**src/verilog/dbg_pkg.sv**
```systemverilog
// Function
// - A-only mode: trigger when bus address equals comparator A.
// - A-or-B mode: trigger when address equals comparator A or B.
// - A-then-B mode: B match triggers only after an earlier A match.
// - A-and-B-data: A address, B low byte data, optional direction, one cycle.
// - A-and-not-B-data: A address, data differs from B low byte, optional direction.
// - tag break in full modes ignores data match, fires on A address.
// - event-only-B: each B match captures data; run ends when FIFO full.
// - A-then-event-B: after A, each B match captures data until FIFO full.
// - inside range: trigger when A <= address <= B.
// - outside range: trigger when address < A or address > B.
// - wait/stop status reads 1 in wait/stop or after forced halt from it.
// - access failure bit set when memory command collides with wait/stop.
// - slow-access failure bit always reads 0.
// - break address register reached only by dedicated serial commands.
// - break enable and force/tag select bits configure hardware breakpoint.
// - force-reset register accepts serial writes only, user writes ignored.
// - force-reset register always reads 0x00.
package dbg_pkg;
    localparam int ADDR_W = 16;
    localparam int DATA_W = 8;
    localparam int FIFO_DEPTH = 8;
    localparam logic [3:0] MODE_A_ONLY = 4'h0;
    localparam logic [3:0] MODE_A_OR_B = 4'h1;
    localparam logic [3:0] MODE_A_THEN_B = 4'h2;
    localparam logic [3:0] MODE_EVT_B = 4'h3;
    localparam logic [3:0] MODE_A_THEN_EVT_B = 4'h4;
    localparam logic [3:0] MODE_A_AND_B_DATA = 4'h5;
    localparam logic [3:0] MODE_A_AND_NB_DATA = 4'h6;
    localparam logic [3:0] MODE_INSIDE = 4'h7;
    localparam logic [3:0] MODE_OUTSIDE = 4'h8;
    // status/control bit positions
    localparam int SC_HALT_ACTIVE = 6;
    localparam int SC_HW_BREAK_EN = 4;
    localparam int SC_FORCE_MARK = 3;
    localparam int SC_WAIT_STOP = 2;
    localparam int SC_LP_FAIL = 1;
    localparam int SC_SLOW_FAIL = 0;
    localparam int FR_RESET_BIT = 0;
    localparam logic [7:0] SC_RESET = 8'h00;
    localparam logic [7:0] FR_READ_VALUE = 8'h00;
    localparam logic [15:0] BKPT_RESET = 16'h0000;
    localparam logic [15:0] CMP_RESET = 16'h0000;

    typedef struct packed {
        logic valid;
        logic [ADDR_W-1:0] addr;
        logic [DATA_W-1:0] data;
        logic rnw;
    } bus_cycle_t;

    typedef struct packed {
        logic [3:0] mode;
        logic dirMatchValue;
        logic dirMatchEnable;
        logic cpuBreakEnable;
        logic tagSelect;
    } trig_cfg_t;
endpackage : dbg_pkg

```
**src/verilog/dbg_capture_fifo.sv**
```systemverilog
`timescale 1ns/1ps
`default_nettype none
module dbg_capture_fifo
    import dbg_pkg::*;
#(
    parameter int DEPTH = FIFO_DEPTH,
    parameter int WIDTH = DATA_W
) (
    // clock and control
    input wire logic mclk,
    input wire logic rst_n,
    input wire logic clkEn,
    input wire logic flush,
    // write side
    input wire logic wrEn,
    input wire logic [WIDTH-1:0] wrData,
    // read side
    input wire logic rdEn,
    output logic [WIDTH-1:0] rdData,
    output logic full,
    output logic empty
);
    localparam int PW = $clog2(DEPTH);
    logic [WIDTH-1:0] mem [DEPTH];
    logic [PW-1:0] wrPtr_ff;
    logic [PW-1:0] rdPtr_ff;
    logic [PW:0] count_ff;
    logic doWr;
    logic doRd;

    assign doWr = wrEn && !full;
    assign doRd = rdEn && !empty;
    assign full = count_ff == (PW+1)'(DEPTH);
    assign empty = count_ff == '0;
    assign rdData = mem[rdPtr_ff];

    always_ff @(posedge mclk) begin
        if (clkEn && doWr) begin
            mem[wrPtr_ff] <= wrData;
        end
    end

    always_ff @(posedge mclk) begin
        if (!rst_n || (clkEn && flush)) begin
            wrPtr_ff <= '0;
            rdPtr_ff <= '0;
            count_ff <= '0;
        end else if (clkEn) begin
            if (doWr) begin
                wrPtr_ff <= (wrPtr_ff == PW'(DEPTH-1)) ? '0 : wrPtr_ff + 1'b1;
            end
            if (doRd) begin
                rdPtr_ff <= (rdPtr_ff == PW'(DEPTH-1)) ? '0 : rdPtr_ff + 1'b1;
            end
            count_ff <= count_ff + (PW+1)'(doWr) - (PW+1)'(doRd);
        end
    end
endmodule : dbg_capture_fifo
`default_nettype wire

```
**src/verilog/debug_trigger_and_bdc_status.sv**
```systemverilog
`timescale 1ns/1ps
`default_nettype none
module debug_trigger_and_bdc_status
    import dbg_pkg::*;
(
    // clock, reset, enable
    input wire logic mclk,
    input wire logic rst_n,
    input wire logic clkEn,
    // observed cpu bus cycle
    input wire bus_cycle_t busCycle,
    // trigger configuration and comparators
    input wire trig_cfg_t trigCfg,
    input wire logic [ADDR_W-1:0] compA,
    input wire logic [ADDR_W-1:0] compB,
    input wire logic armRun,
    // cpu power state and background events
    input wire logic cpuWaitStop,
    input wire logic haltCmd,
    input wire logic resumeCmd,
    input wire logic memCmdActive,
    // serial background register access
    input wire logic serWrScEn,
    input wire logic [7:0] serWrScData,
    input wire logic breakAddrLoad,
    input wire logic [15:0] breakAddrData,
    input wire logic serWrFrEn,
    input wire logic [7:0] serWrFrData,
    // user program write attempt to force-reset register
    input wire logic userWrFrEn,
    // fifo drain
    input wire logic fifoRdEn,
    // outputs
    output logic trigger,
    output logic tagRequest,
    output logic forceBreak,
    output logic runActive,
    output logic fifoFull,
    output logic [DATA_W-1:0] fifoRdData,
    output logic [7:0] statusCtrl,
    output logic [15:0] breakAddrQuery,
    output logic [7:0] forceResetRead,
    output logic targetReset
);
    typedef enum logic [1:0] {
        ARM_IDLE = 2'b01,
        ARM_SEEN_A = 2'b10
    } arm_state_t;

    arm_state_t armState_ff;
    arm_state_t nxt_armState;
    logic runActive_ff;
    logic trigger_ff;
    logic tagRequest_ff;
    logic forceBreak_ff;
    logic [7:0] ctrl_ff;
    logic haltActive_ff;
    logic wsForced_ff;
    logic lpFail_ff;
    logic [15:0] breakAddr_ff;
    logic targetReset_ff;
    logic fifoFull_ff;
    logic [DATA_W-1:0] fifoRdData_ff;
    logic [7:0] statusCtrl_ff;

    logic matchA;
    logic matchB;
    logic dataEq;
    logic dirOk;
    logic capture;
    logic hit;
    logic fifoFullRaw;
    logic [DATA_W-1:0] fifoDataRaw;
    logic fullMode;
    logic waitStopStatus;
    logic bkptHit;

    assign matchA = busCycle.valid && busCycle.addr == compA;
    assign matchB = busCycle.valid && busCycle.addr == compB;
    assign dataEq = busCycle.data == compB[DATA_W-1:0];
    assign dirOk = !trigCfg.dirMatchEnable || busCycle.rnw == trigCfg.dirMatchValue;
    assign fullMode = trigCfg.mode == MODE_A_AND_B_DATA || trigCfg.mode == MODE_A_AND_NB_DATA;

    always_comb begin
        nxt_armState = armState_ff;
        hit = 1'b0;
        capture = 1'b0;
        case (trigCfg.mode)
            MODE_A_ONLY: hit = matchA;
            MODE_A_OR_B: hit = matchA || matchB;
            MODE_A_THEN_B: begin
                if (armState_ff == ARM_SEEN_A) begin
                    hit = matchB;
                end else if (matchA) begin
                    nxt_armState = ARM_SEEN_A;
                end
            end
            MODE_A_AND_B_DATA: hit = matchA && dataEq && dirOk;
            MODE_A_AND_NB_DATA: hit = matchA && !dataEq && dirOk;
            MODE_EVT_B: capture = matchB;
            MODE_A_THEN_EVT_B: begin
                if (armState_ff == ARM_SEEN_A) begin
                    capture = matchB;
                end else if (matchA) begin
                    nxt_armState = ARM_SEEN_A;
                end
            end
            MODE_INSIDE: begin
                hit = busCycle.valid && busCycle.addr >= compA && busCycle.addr <= compB;
            end
            MODE_OUTSIDE: begin
                hit = busCycle.valid && (busCycle.addr < compA || busCycle.addr > compB);
            end
            default: hit = 1'b0;
        endcase
        if (!runActive_ff) begin
            hit = 1'b0;
            capture = 1'b0;
        end
    end

    // sequence memory cleared when a run is armed so an old A match does not leak in
    always_ff @(posedge mclk) begin
        if (!rst_n) begin
            armState_ff <= ARM_IDLE;
        end else if (clkEn) begin
            armState_ff <= armRun ? ARM_IDLE : (runActive_ff ? nxt_armState : armState_ff);
        end
    end

    always_ff @(posedge mclk) begin
        if (!rst_n) begin
            runActive_ff <= 1'b0;
        end else if (clkEn) begin
            if (armRun) begin
                runActive_ff <= 1'b1;
            end else if (fifoFullRaw && (trigCfg.mode == MODE_EVT_B
                                         || trigCfg.mode == MODE_A_THEN_EVT_B)) begin
                runActive_ff <= 1'b0;
            end
        end
    end

    dbg_capture_fifo #(
        .DEPTH(FIFO_DEPTH),
        .WIDTH(DATA_W)
    ) u_fifo (
        .mclk(mclk),
        .rst_n(rst_n),
        .clkEn(clkEn),
        .flush(armRun),
        .wrEn(capture),
        .wrData(busCycle.data),
        .rdEn(fifoRdEn),
        .rdData(fifoDataRaw),
        .full(fifoFullRaw),
        .empty()
    );

    always_ff @(posedge mclk) begin
        if (!rst_n) begin
            trigger_ff <= 1'b0;
            tagRequest_ff <= 1'b0;
            forceBreak_ff <= 1'b0;
        end else if (clkEn) begin
            trigger_ff <= hit || capture;
            // tag request in full modes ignores the data compare
            tagRequest_ff <= (trigCfg.cpuBreakEnable && trigCfg.tagSelect
                && runActive_ff && (fullMode ? matchA : hit))
                || (bkptHit && ctrl_ff[SC_FORCE_MARK]);
            forceBreak_ff <= (trigCfg.cpuBreakEnable && !trigCfg.tagSelect && hit)
                || (bkptHit && !ctrl_ff[SC_FORCE_MARK]);
        end
    end

    // control bits written by serial commands; status bits are hardware owned
    always_ff @(posedge mclk) begin
        if (!rst_n) begin
            ctrl_ff <= SC_RESET;
        end else if (clkEn && serWrScEn) begin
            ctrl_ff <= serWrScData;
        end
    end

    always_ff @(posedge mclk) begin
        if (!rst_n) begin
            haltActive_ff <= 1'b0;
            wsForced_ff <= 1'b0;
        end else if (clkEn) begin
            if (haltCmd) begin
                haltActive_ff <= 1'b1;
                wsForced_ff <= cpuWaitStop || wsForced_ff;
            end else if (resumeCmd) begin
                haltActive_ff <= 1'b0;
                wsForced_ff <= 1'b0;
            end
        end
    end

    assign waitStopStatus = cpuWaitStop || wsForced_ff;

    // set beats clear: a new collision in the clearing cycle still shows
    always_ff @(posedge mclk) begin
        if (!rst_n) begin
            lpFail_ff <= 1'b0;
        end else if (clkEn) begin
            if (memCmdActive && cpuWaitStop) begin
                lpFail_ff <= 1'b1;
            end else if (memCmdActive || haltCmd) begin
                lpFail_ff <= 1'b0;
            end
        end
    end

    always_ff @(posedge mclk) begin
        if (!rst_n) begin
            breakAddr_ff <= BKPT_RESET;
        end else if (clkEn && breakAddrLoad) begin
            breakAddr_ff <= breakAddrData;
        end
    end

    // hardware breakpoint on the break address register
    assign bkptHit = ctrl_ff[SC_HW_BREAK_EN] && busCycle.valid
        && busCycle.addr == breakAddr_ff;

    always_ff @(posedge mclk) begin
        if (!rst_n) begin
            statusCtrl_ff <= SC_RESET;
            fifoFull_ff <= 1'b0;
            fifoRdData_ff <= '0;
        end else if (clkEn) begin
            statusCtrl_ff <= {ctrl_ff[7], haltActive_ff, ctrl_ff[5],
                              ctrl_ff[SC_HW_BREAK_EN], ctrl_ff[SC_FORCE_MARK],
                              waitStopStatus, lpFail_ff, 1'b0};
            fifoFull_ff <= fifoFullRaw;
            fifoRdData_ff <= fifoDataRaw;
        end
    end

    // user writes never reach this; only the serial path can pulse reset
    always_ff @(posedge mclk) begin
        if (!rst_n) begin
            targetReset_ff <= 1'b0;
        end else if (clkEn) begin
            targetReset_ff <= serWrFrEn && serWrFrData[FR_RESET_BIT];
        end
    end

    assign trigger = trigger_ff;
    assign tagRequest = tagRequest_ff;
    assign forceBreak = forceBreak_ff;
    assign runActive = runActive_ff;
    assign fifoFull = fifoFull_ff;
    assign fifoRdData = fifoRdData_ff;
    assign statusCtrl = statusCtrl_ff;
    assign breakAddrQuery = breakAddr_ff;
    assign forceResetRead = FR_READ_VALUE;
    assign targetReset = targetReset_ff;

    chk_a_only_hit: assert property (@(posedge mclk) disable iff (!rst_n)
        clkEn && runActive_ff && trigCfg.mode == MODE_A_ONLY && matchA |=> trigger)
        else $error("a-only match gave no trigger");
    chk_or_hit: assert property (@(posedge mclk) disable iff (!rst_n)
        clkEn && runActive_ff && trigCfg.mode == MODE_A_OR_B && (matchA || matchB) |=> trigger)
        else $error("a-or-b match gave no trigger");
    chk_then_b_needs_a: assert property (@(posedge mclk) disable iff (!rst_n)
        clkEn && trigCfg.mode == MODE_A_THEN_B && armState_ff == ARM_IDLE |=> !trigger)
        else $error("b triggered before a");
    chk_data_mode: assert property (@(posedge mclk) disable iff (!rst_n)
        clkEn && runActive_ff && trigCfg.mode == MODE_A_AND_B_DATA && matchA && !dataEq
        |=> !trigger)
        else $error("data mismatch triggered");
    chk_not_data: assert property (@(posedge mclk) disable iff (!rst_n)
        clkEn && runActive_ff && trigCfg.mode == MODE_A_AND_NB_DATA && matchA && dataEq
        |=> !trigger)
        else $error("equal data triggered in not mode");
    chk_tag_full: assert property (@(posedge mclk) disable iff (!rst_n)
        clkEn && runActive_ff && fullMode && matchA && trigCfg.cpuBreakEnable
        && trigCfg.tagSelect |=> tagRequest)
        else $error("tag missing on a match");
    chk_run_ends: assert property (@(posedge mclk) disable iff (!rst_n)
        clkEn && !armRun && fifoFullRaw && trigCfg.mode == MODE_EVT_B |=> !runActive)
        else $error("run did not end on full fifo");
    chk_inside_rng: assert property (@(posedge mclk) disable iff (!rst_n)
        clkEn && runActive_ff && trigCfg.mode == MODE_INSIDE && busCycle.valid
        && busCycle.addr < compA |=> !trigger)
        else $error("inside range fired below a");
    chk_outside_rng: assert property (@(posedge mclk) disable iff (!rst_n)
        clkEn && runActive_ff && trigCfg.mode == MODE_OUTSIDE && busCycle.valid
        && busCycle.addr > compB |=> trigger)
        else $error("outside range missed above b");
    chk_lp_set: assert property (@(posedge mclk) disable iff (!rst_n)
        clkEn && memCmdActive && cpuWaitStop |=> lpFail_ff)
        else $error("access failure not flagged");
    chk_break_pulse: assert property (@(posedge mclk) disable iff (!rst_n)
        clkEn && bkptHit |=> tagRequest || forceBreak)
        else $error("break address hit gave no break");
    chk_slow_zero: assert property (@(posedge mclk) disable iff (!rst_n)
        !statusCtrl[SC_SLOW_FAIL])
        else $error("slow fail bit set");
    chk_fr_reads0: assert property (@(posedge mclk) disable iff (!rst_n)
        serWrFrEn |=> forceResetRead == FR_READ_VALUE)
        else $error("force reset read nonzero");
    chk_user_wr: assert property (@(posedge mclk) disable iff (!rst_n)
        clkEn && userWrFrEn && !serWrFrEn |=> !targetReset)
        else $error("user write reset target");
    cov_then_b: cover property (@(posedge mclk) trigCfg.mode == MODE_A_THEN_B && trigger);
    cov_fifo_full: cover property (@(posedge mclk) fifoFull && !runActive);
    cov_reset: cover property (@(posedge mclk) targetReset);
endmodule : debug_trigger_and_bdc_status
`default_nettype wire

```
**config.mk**
```make
export PLATFORM = sky130hd
export DESIGN_NAME = debug_trigger_and_bdc_status
export DESIGN_NICKNAME = d
export VERILOG_FILES = /design/src/verilog/dbg_pkg.sv /design/src/verilog/dbg_capture_fifo.sv /design/src/verilog/debug_trigger_and_bdc_status.sv
export SDC_FILE = /design/constraint.sdc
export NUM_CORES = 1
export LEC_CHECK = 0
export ABC_CLOCK_PERIOD_IN_PS = 6600
export BUFFER_PORTS_ARGS = -buffer_cell sky130_fd_sc_hd__buf_2
export CAP_MARGIN = 20
export CORE_ASPECT_RATIO = 1.25
export CORE_MARGIN = 2
export CORE_UTILIZATION = 35
export CTS_CLUSTER_SIZE = 20
export DETAILED_ROUTE_END_ITERATION = 16
export GPL_ROUTABILITY_DRIVEN = 0
export PLACE_DENSITY = 0.53
export SYNTH_ARGS = -nofsm -noshare
export SYNTH_HDL_FRONTEND = slang
export SYNTH_SLANG_ARGS = --single-unit
```
**constraint.sdc**
```tcl
create_clock -name mclk -period 6.6 [get_ports mclk]
set_clock_uncertainty 0.15 [all_clocks]
set_input_delay 1.32 -clock mclk [delete_from_list [all_inputs] [get_ports mclk]]
set_output_delay 1.32 -clock mclk [all_outputs]
set_load 0.01 [all_outputs]
```
==> results of run 1 <==
==> sequential cells by signal (all words and copies together) (netlist names), 2 cells and up <==
name	flops
u_fifo.mem	64
breakAddrQuery	16
fifoRdData	8
statusCtrl	7
ctrl_ff	4
u_fifo.count_ff	4
u_fifo.rdPtr_ff	3
u_fifo.wrPtr_ff	3
armState_ff	2
==> synthesized netlist by cell type, types with 12 or more instances <==
| library cell | count |
|---|---|
| nand2_1 | 67 |
| edfxtp_1 | 64 |
| dfxtp_1 | 56 |
| ha_1 | 42 |
| inv_1 | 41 |
| a21boi_0 | 24 |
| nor2_1 | 23 |
| xnor2_1 | 22 |
| a21oi_1 | 19 |
| mux2i_1 | 19 |
| mux4_2 | 16 |
| nand4_1 | 15 |
| nor2b_1 | 15 |
| clkbuf_1 | 14 |
| nand3_1 | 14 |
| o21ai_0 | 12 |
==> critical path: cells and delay by family <==
family                   cells  cell delay [ps]
adder cells (fa/ha/maj)      1              350
AO/OA/AOI/OAI                1              210
buffers and inverters        1              140
AND/OR/NAND/NOR              6             2220
==> routing by layer <==
metal | vias to the layer above | track usage (%) | share of wire (%)
li1 | 2277 | - | -
met1 | 2206 | 20.1 | 42
met2 | 116 | 28.9 | 52
met3 | 8 | 5.11 | 5.8
met4 | 0 | 6.49 | 0.96
met5 | - | 0 | 0
==> power groups by stage <==
stage / logic, mW / clock network, mW / registers [mW]
2_1_floorplan: 0.133 / 0 / 0.831
3_3_place_gp: 0.207 / 0 / 0.828
3_5_place_dp: 0.214 / 0 / 0.829
4_1_cts: 0.216 / 0.898 / 0.813
5_1_grt: 0.241 / 0.937 / 0.815
6_report: 0.213 / 0.876 / 0.813
==> logic make-up (layout without fill, tap and decap cells) <==
logic type / Yosys count / count (layout) / synth area share, %
buffers and inverters: 74 / 213 / 5.24
AOI/OAI and AO/OA: 92 / 92 / 10.7
DFF: 120 / 120 / 48.8
muxes: 35 / 35 / 8.83
and+or+nand+nor: 168 / 168 / 13.7
other: 1 / 9 / 0.0601
xor gates and xnor gates: 28 / 28 / 3.93
adders and majority gates: 43 / 43 / 8.75
==> layout make-up <==
class	instances	area [µm²]	area share, %
clock buffers	22	510	6.65
clock inverters	10	61.3	0.799
inverters	41	154	2.01
multi-input cells	375	2910	37.9
flip-flops and latches	120	3040	39.7
well taps	224	280	3.65
repair buffers	140	713	9.29
==> through the flow <==
step	util [%]	hold WS [ps]	instance area [µm²]	cells	setup slack, ps
finish	44.0	319	7670	932	2230
global route	44.0	348	7670	932	2080
CTS	44.0	327	7670	932	2200
detailed placement	40.7	319	7100	900	1760
global placement	40.7	303	7090	899	1740
floorplan	-	290	6260	569	2210
==> layout by cell type, fill, tap and decap left out, drive strengths merged, types with 2 or more instances in the layout <==
| cell | count |
|---|---|
| a2111oi | 2 |
| a211oi | 3 |
| a21boi | 24 |
| a21o | 6 |
| a21oi | 21 |
| a22oi | 2 |
| buf | 140 |
| clkbuf | 22 |
| clkinv | 6 |
| conb | 9 |
| dfxtp | 56 |
| edfxtp | 64 |
| ha | 42 |
| inv | 45 |
| mux2i | 19 |
| mux4 | 16 |
| nand2 | 68 |
| nand2b | 6 |
| nand3 | 14 |
| nand4 | 17 |
| nand4b | 3 |
| nor2 | 24 |
| nor2b | 15 |
| nor3 | 10 |
| nor3b | 2 |
| nor4 | 4 |
| o211a | 8 |
| o21a | 4 |
| o21ai | 12 |
| o32a | 2 |
| xnor2 | 22 |
| xor2 | 6 |
==> path summary, 6_finish.rpt <==
path                            slack [ps]           start  depth (start not counted)               end
worst max-delay path                  2230    busCycle[22]                          9  u_fifo.mem[3][3]
worst max register to register        3590  armState_ff[1]                          6  u_fifo.mem[3][3]
worst min-delay path                   320      ctrl_ff[5]                          2        ctrl_ff[5]
worst min register to register         320      ctrl_ff[5]                          2        ctrl_ff[5]
==> impl_metrics.yaml, run 1 <==
status:
  outcome: "finished, final reports clean"
clock_network:
  cts_tree: "yes"
  clock-root-buffer: "clkbuf_16"
  cts.htree.levels: 4
  postCtsSetupBuffers: 0
  hold_buffers: 0
  clock_latency_ps: 410
  numCtsBuffers: 17
  cts_sinks: 120
  clk_pin_slew_ps: 60
  clk_path_buf_depth: 2
  cts_resized: 0
synth:
  synth-edff-count: 64
  ys_ff_latch: 120
  yosys.area.top_type_share_pct: 30.8
  synthArstFlopShare_pct: 0
  synth_flop_cell: "edfxtp_1"
  syn_area_per_cell_um2: 11.1
  synthTopCellsByArea: "edfxtp_1 31%, dfxtp_1 18%, ha_1 8.4%"
  synth_cell_types: 58
  yosysWarnings: 0
  synthCells: 561
  syn_area_mm2: 0.00623
  yosysTopAreaCell: "edfxtp_1"
  seq_area_frac_synth_pct: 48.8
layout:
  syn2layout_area_growth_pct: 23.1
  layout.nets: 849
  n_antenna_cell: 0
  fillers: 1723
  drive_gt1_share_pct: 28.5
setup_path:
  startpoint_type: "input pin"
  cp_data_arrival_time_ps: 4250
  path_cells: "buf_2, ha_1, nand4_4, nor4_4, nand2_1, or4b_4, a21oi_4, nand3_1, nor2_1"
  path_max_fanout: 8
  required_ps: 6480
  slowest_stage: "nor2_1"
  slowest_delay_ps: 830
  crit_type: "input pin to flip-flop"
  end_kind: "flip-flop"
placement:
  dp_hpwl_mm: 11.4
  io_buffers: 135
floorplanning:
  die_w_um: 123
  core_mm2: 0.0174
  dieHeight_um: 153
  io_pins: 157
  design.die.area_mm2: 0.0189
  start_util_pct: 35.8
  rows: 54
routing:
  ant_nets: 0
  via_per_inst: 4.94
  route.detailed.drc: 0
  drt_wl_total_mm: 15.2
  wire_per_inst_um: 16.3
  vias: 4607
  drtIter0Drc: 176
  firstDrtPassIters: 4
global_route:
  grt_pass1_vias: 4853
  track_usage_pct: 17.1
  grt_max_degree: 61
  grt_pass1_wl_mm: 24.6
  grt_overflow_total: 0
  antenna_found_initial: 0
sta:
  min_period_ps: 4370
  rsz0062_at_grt: "false"
  relSlewSlack_pct: 33.5
  finalCritPeriodShare_pct: 66.2
  maxClockFrequency_mhz: 229
  tightest_slew_ps: 994
  final_max_slew_viol_count: 0
  setup_viol: 0
  fin_setup_tns_ps: 0
  hold_viol_final: 0
hold_path:
  hp-class: "flip-flop to flip-flop"
run:
  max_cap_violations: 0
pwr:
  p_per_area_mw_per_mm2: 248
  internal_power_mw: 1.45
  power_frac_comb_pct: 11.2
  swShare_pct: 24.0
  seqPwrFrac_pct: 42.7
  clkPwrFrac_pct: 46.0
  ir_drop_mv: 0.155
  leakagePower_nw: 3.22
  p_switching_mw: 0.457
  total_power_mw: 1.90
(Power assumes the default switching activity.)
==> run 2, diff against run 1 <==
- ABC_CLOCK_PERIOD_IN_PS: 6600 -> 3600
- PLACE_DENSITY: 0.53 -> 0.56
- clock period: 6.6 -> 3.6 ns (I/O delays scaled with it)
==> run 2 against run 1 <==
Effect of this change:
- worst setup slack got worse by 1900 ps
- via count rose by 2.7%
- cell count rose by 3.9%
- total power rose by 83%
- highest routed layer unchanged
==> impl_metrics.yaml, run 2 (synthesized netlist as in run 1, its figures left out) <==
global_route:
  track_usage_pct: 17.3
  grt_overflow_total: 0
  grt_max_degree: 40
  antenna_found_initial: 0
  grt_pass1_vias: 5028
  grt_pass1_wl_mm: 25.1
layout:
  design_area_mm2: 0.00792
  syn2layout_area_growth_pct: 27.0
  fillers: 1678
  layout.nets: 886
  final_common_cell: "buf_2"
  n_antenna_cell: 0
  drive_gt1_share_pct: 31.0
  final_cell_mix: "135 x buf_2, 67 x nand2_1, 64 x edfxtp_1, 56 x dfxtp_1"
  largest_reg_flops: 64
  largest-register: "u_fifo.mem"
  final_core_util_pct: 45.4
floorplanning:
  rows: 54
  die_w_um: 123
  start_util_pct: 35.8
  design.die.area_mm2: 0.0189
  core_mm2: 0.0174
  dieHeight_um: 153
  io_pins: 157
sta:
  worst_slack_ps: 320
  setup_viol: 0
  final_max_slew_viol_count: 0
  rsz0062_at_grt: "false"
  maxClockFrequency_mhz: 305
  tightest_slew_ps: 862
  hold_viol_final: 0
  min_period_ps: 3280
  finalCritPeriodShare_pct: 91.1
  relSlewSlack_pct: 42.5
setup_path:
  path_max_fanout: 2
  slowest_delay_ps: 550
  cpLargestDelayFamily: "simple AND/OR/NAND/NOR gates"
  critPathBufInv: 2
  required_ps: 3790
  end_kind: "flip-flop"
  rrSetupSlack_ps: 970
  path_cells: "buf_2, ha_1, nand4_2, nor4_4, nand2_1, or4b_4, a21oi_4, ha_1, inv_1, fa_1, xnor2_1, mux2i_1, nor2_1"
  crit_type: "input pin to flip-flop"
  slowest_stage: "or4b_4"
  path_common_cell: "ha_1"
  cp_data_arrival_time_ps: 3470
  startpoint_type: "input pin"
clock_network:
  cts_tree: "yes"
  clock_latency_ps: 410
  cts_resized: 0
  cts.htree.levels: 4
  hold_buffers: 0
  cts_sinks: 120
  clk_path_buf_depth: 2
  clk_pin_slew_ps: 50
  postCtsSetupBuffers: 0
  clock-root-buffer: "clkbuf_16"
  numCtsBuffers: 17
routing:
  firstDrtPassIters: 4
  drtIter0Drc: 170
  route.detailed.drc: 0
  drt_wl_total_mm: 15.7
  via_per_inst: 4.89
  ant_nets: 0
  vias: 4732
  wire_per_inst_um: 16.2
pwr:
  p_switching_mw: 0.813
  seqPwrFrac_pct: 42.9
  total_power_mw: 3.48
  clkPwrFrac_pct: 45.0
  internal_power_mw: 2.67
  leakagePower_nw: 3.37
  ir_drop_mv: 0.281
  swShare_pct: 23.4
  power_frac_comb_pct: 12.2
  p_per_area_mw_per_mm2: 439
placement:
  io_buffers: 135
  placed_area_mm2: 0.00737
  pre_cts_ws_ps: -151
  dp_hpwl_mm: 12.3
run:
  max_cap_violations: 0
status:
  outcome: "finished, final reports clean"
hold_path:
  hp-class: "flip-flop to flip-flop"
## run 2: layout make-up
class / instances / area [µm²] / share of cell area (%)
sequential: 120 / 3040 / 38.4
inverter: 41 / 154 / 1.94
tap: 224 / 280 / 3.54
timing repair buffer: 177 / 991 / 12.5
clock inverter: 12 / 110 / 1.39
multi-input combinational: 375 / 2910 / 36.7
clock buffer: 19 / 433 / 5.47
## run 2: worst paths after layout
path | from | cells past startpoint | to
min | fifoRdData[1] | 1 | fifoRdData[1]
max reg2reg | armState_ff[1] | 10 | u_fifo.count_ff[2]
max | busCycle[18] | 13 | u_fifo.count_ff[2]
min reg2reg | fifoRdData[1] | 1 | fifoRdData[1]
## run 2: power groups by stage
stage | clock network, mW | logic (mW) | registers [mW]
6_report | 1.56 | 0.423 | 1.49
3_3_place_gp | 0 | 0.407 | 1.52
5_1_grt | 1.66 | 0.474 | 1.49
4_1_cts | 1.59 | 0.428 | 1.49
3_5_place_dp | 0 | 0.425 | 1.52
2_1_floorplan | 0 | 0.244 | 1.52
## run 2: per-layer routing
metal | wire length [µm] | GRT usage [%] | vias to the layer above
li1 | - | - | 2344
met1 | 6310 | 19.3 | 2257
met2 | 8330 | 31.2 | 116
met3 | 848 | 5.41 | 15
met4 | 162 | 4.65 | 0
met5 | 0 | 0 | -
## run 2: worst register-to-register path, stage by stage, from the launching register on
cell and delay [ps]:
dfxtp_1 330, inv_1 60, o32a_2 380, or4b_4 510, a21oi_4 140, ha_1 180, inv_1 50, fa_1 380
xnor2_1 200, mux2i_1 90, nor2_1 110
## run 2: per-stage QoR
stage	std cells	hold WS [ps]	setup TNS, ps
after detailed placement	937	317	-3060
after global routing	968	339	0
after floorplan	569	290	0
after CTS	968	328	0
final	968	321	0
after global placement	937	302	-1880
==> run 3, diff against run 2 <==
- BUFFER_PORTS_ARGS: -buffer_cell sky130_fd_sc_hd__buf_2 -> -buffer_cell sky130_fd_sc_hd__clkbuf_2
==> run 3 against run 2 <==
Effect of this change:
- core utilization grew 0.30 points
- clock power grew 5%
- via count rose by 2.0%
- wire length is 0.20% higher
- non-clock buffer count rose by 2
==> impl_metrics.yaml, run 3 (synthesized netlist as in run 1, its figures left out) <==
status:
  outcome: "finished, final reports clean"
global_route:
  grt_pass1_wl_mm: 25.4
  grt_overflow_total: 0
  grt_pass1_vias: 5041
  antenna_found_initial: 0
  track_usage_pct: 17.6
  grt_max_degree: 41
sta:
  finalCritPeriodShare_pct: 91.4
  min_period_ps: 3290
  maxClockFrequency_mhz: 304
  final_max_slew_viol_count: 0
  fin_hold_ws_ps: 319
  hold_viol_final: 0
  tightest_slew_ps: 885
  rsz0062_at_grt: "false"
  setup_viol: 0
  relSlewSlack_pct: 40.9
clock_network:
  numCtsBuffers: 17
  clock-root-buffer: "clkbuf_16"
  clk_pin_slew_ps: 50
  cts_tree: "yes"
  clock_latency_ps: 410
  hold_buffers: 0
  cts_resized: 0
  clk_path_buf_depth: 2
  cts_sinks: 120
  cts.htree.levels: 4
  postCtsSetupBuffers: 0
pwr:
  ir_drop_mv: 0.284
  p_per_area_mw_per_mm2: 446
  leakagePower_nw: 3.40
  total_power_mw: 3.55
layout:
  drive_gt1_share_pct: 31.6
  n_antenna_cell: 0
  multiInputGateArea_mm2: 0.00291
  largest_reg_flops: 64
  syn2layout_area_growth_pct: 27.8
  largest-register: "u_fifo.mem"
  final_cell_mix: "135 x clkbuf_2, 67 x nand2_1, 64 x edfxtp_1, 56 x dfxtp_1, 44 x buf_4"
  fillers: 1667
  layout.nets: 888
  seq_area_mm2: 0.00304
  final_common_cell: "clkbuf_2"
setup_path:
  startpoint_type: "input pin"
  path_depth: 11
  cpLargestDelayFamily: "simple AND/OR/NAND/NOR gates"
  crit_type: "input pin to flip-flop"
  path_common_cell: "buf_4"
  rrSetupSlack_ps: 950
  r2r_start: "armState_ff[1]"
  crit_start: "busCycle[18]"
  r2r_cells: 8
  slowest_stage: "or4b_4"
  slowest_delay_ps: 560
  end_kind: "flip-flop"
  reg2reg_to: "u_fifo.mem[5][0]"
  path_cells: "clkbuf_2, ha_1, nand4_2, nor4_4, nand2_1, or4b_4, a21oi_4, buf_4, nand3_1, nor2_1, buf_4"
  required_ps: 3570
  path_max_fanout: 4
  critPathBufInv: 3
  cp_data_arrival_time_ps: 3260
  worstSetupEndpoint: "u_fifo.mem[5][0]"
routing:
  wire_per_inst_um: 16.2
  via_per_inst: 4.97
  drtIter0Drc: 237
  drt_wl_total_mm: 15.7
  firstDrtPassIters: 5
  vias: 4827
  ant_nets: 0
  route.detailed.drc: 0
floorplanning:
  dieHeight_um: 153
  design.die.area_mm2: 0.0189
  io_pins: 157
  start_util_pct: 35.8
  core_mm2: 0.0174
  die_w_um: 123
  rows: 54
placement:
  dp_hpwl_mm: 12.1
  io_buffers: 135
run:
  max_cap_violations: 0
hold_path:
  hp-class: "flip-flop to flip-flop"
==> run 3: final cells by class <==
type,count,area share (%)
well taps,224,3.52
flip-flops and latches,120,38.2
inverters,41,1.93
clock inverters,6,0.754
repair buffers,179,12.6
multi-input cells,375,36.5
clock buffers,26,6.53
==> run 3: metal layers <==
metal  share of wire, %  vias up  track usage (%)
met2                 52      126             30.5
met3                5.0       15             4.40
met5                  0        -                0
met1                 42     2326             20.9
met4                1.3        0             5.79
li1                   -     2360                -
==> run 3: worst min-delay path by stage <==
| stage | from | endpoint | slack [ps] | cells past startpoint |
|---|---|---|---|---|
| 2_1_floorplan | armState_ff[1] | armState_ff[1] | 290 | 2 |
| 3_3_place_gp | armState_ff[1] | armState_ff[1] | 300 | 2 |
| 3_5_place_dp | ctrl_ff[7] | ctrl_ff[7] | 320 | 2 |
| 4_1_cts | ctrl_ff[7] | ctrl_ff[7] | 330 | 2 |
| 5_1_grt | fifoRdData[1] | fifoRdData[1] | 340 | 1 |
| 6_report | ctrl_ff[7] | ctrl_ff[7] | 320 | 2 |
==> run 3: worst reg2reg max path: stages (launching register included) <==
cell and delay (ps):
dfxtp_1 330, inv_1 60, o32a_2 390, or4b_4 510
a21oi_4 140, buf_4 150, nand3_1 160, nor2_1 280
buf_4 190
==> run 3: report_power, final <==
group | internal [mW] | total, mW | switching [mW]
registers | 1.47 | 1.49 | 0.0227
logic | 0.200 | 0.421 | 0.221
clock network | 1.06 | 1.64 | 0.578
==> run 3: per-stage QoR <==
stage	area [µm²]	instances	setup TNS [ps]	util (%)	setup slack [ps]
after floorplan	6280	569	0	-	9.35
after CTS	7970	971	0	45.7	293
after detailed placement	7390	939	-2950	42.4	-119
after global placement	7390	939	-1580	42.4	-90.5
final	7970	971	0	45.7	309
after global routing	7970	971	0	45.7	150
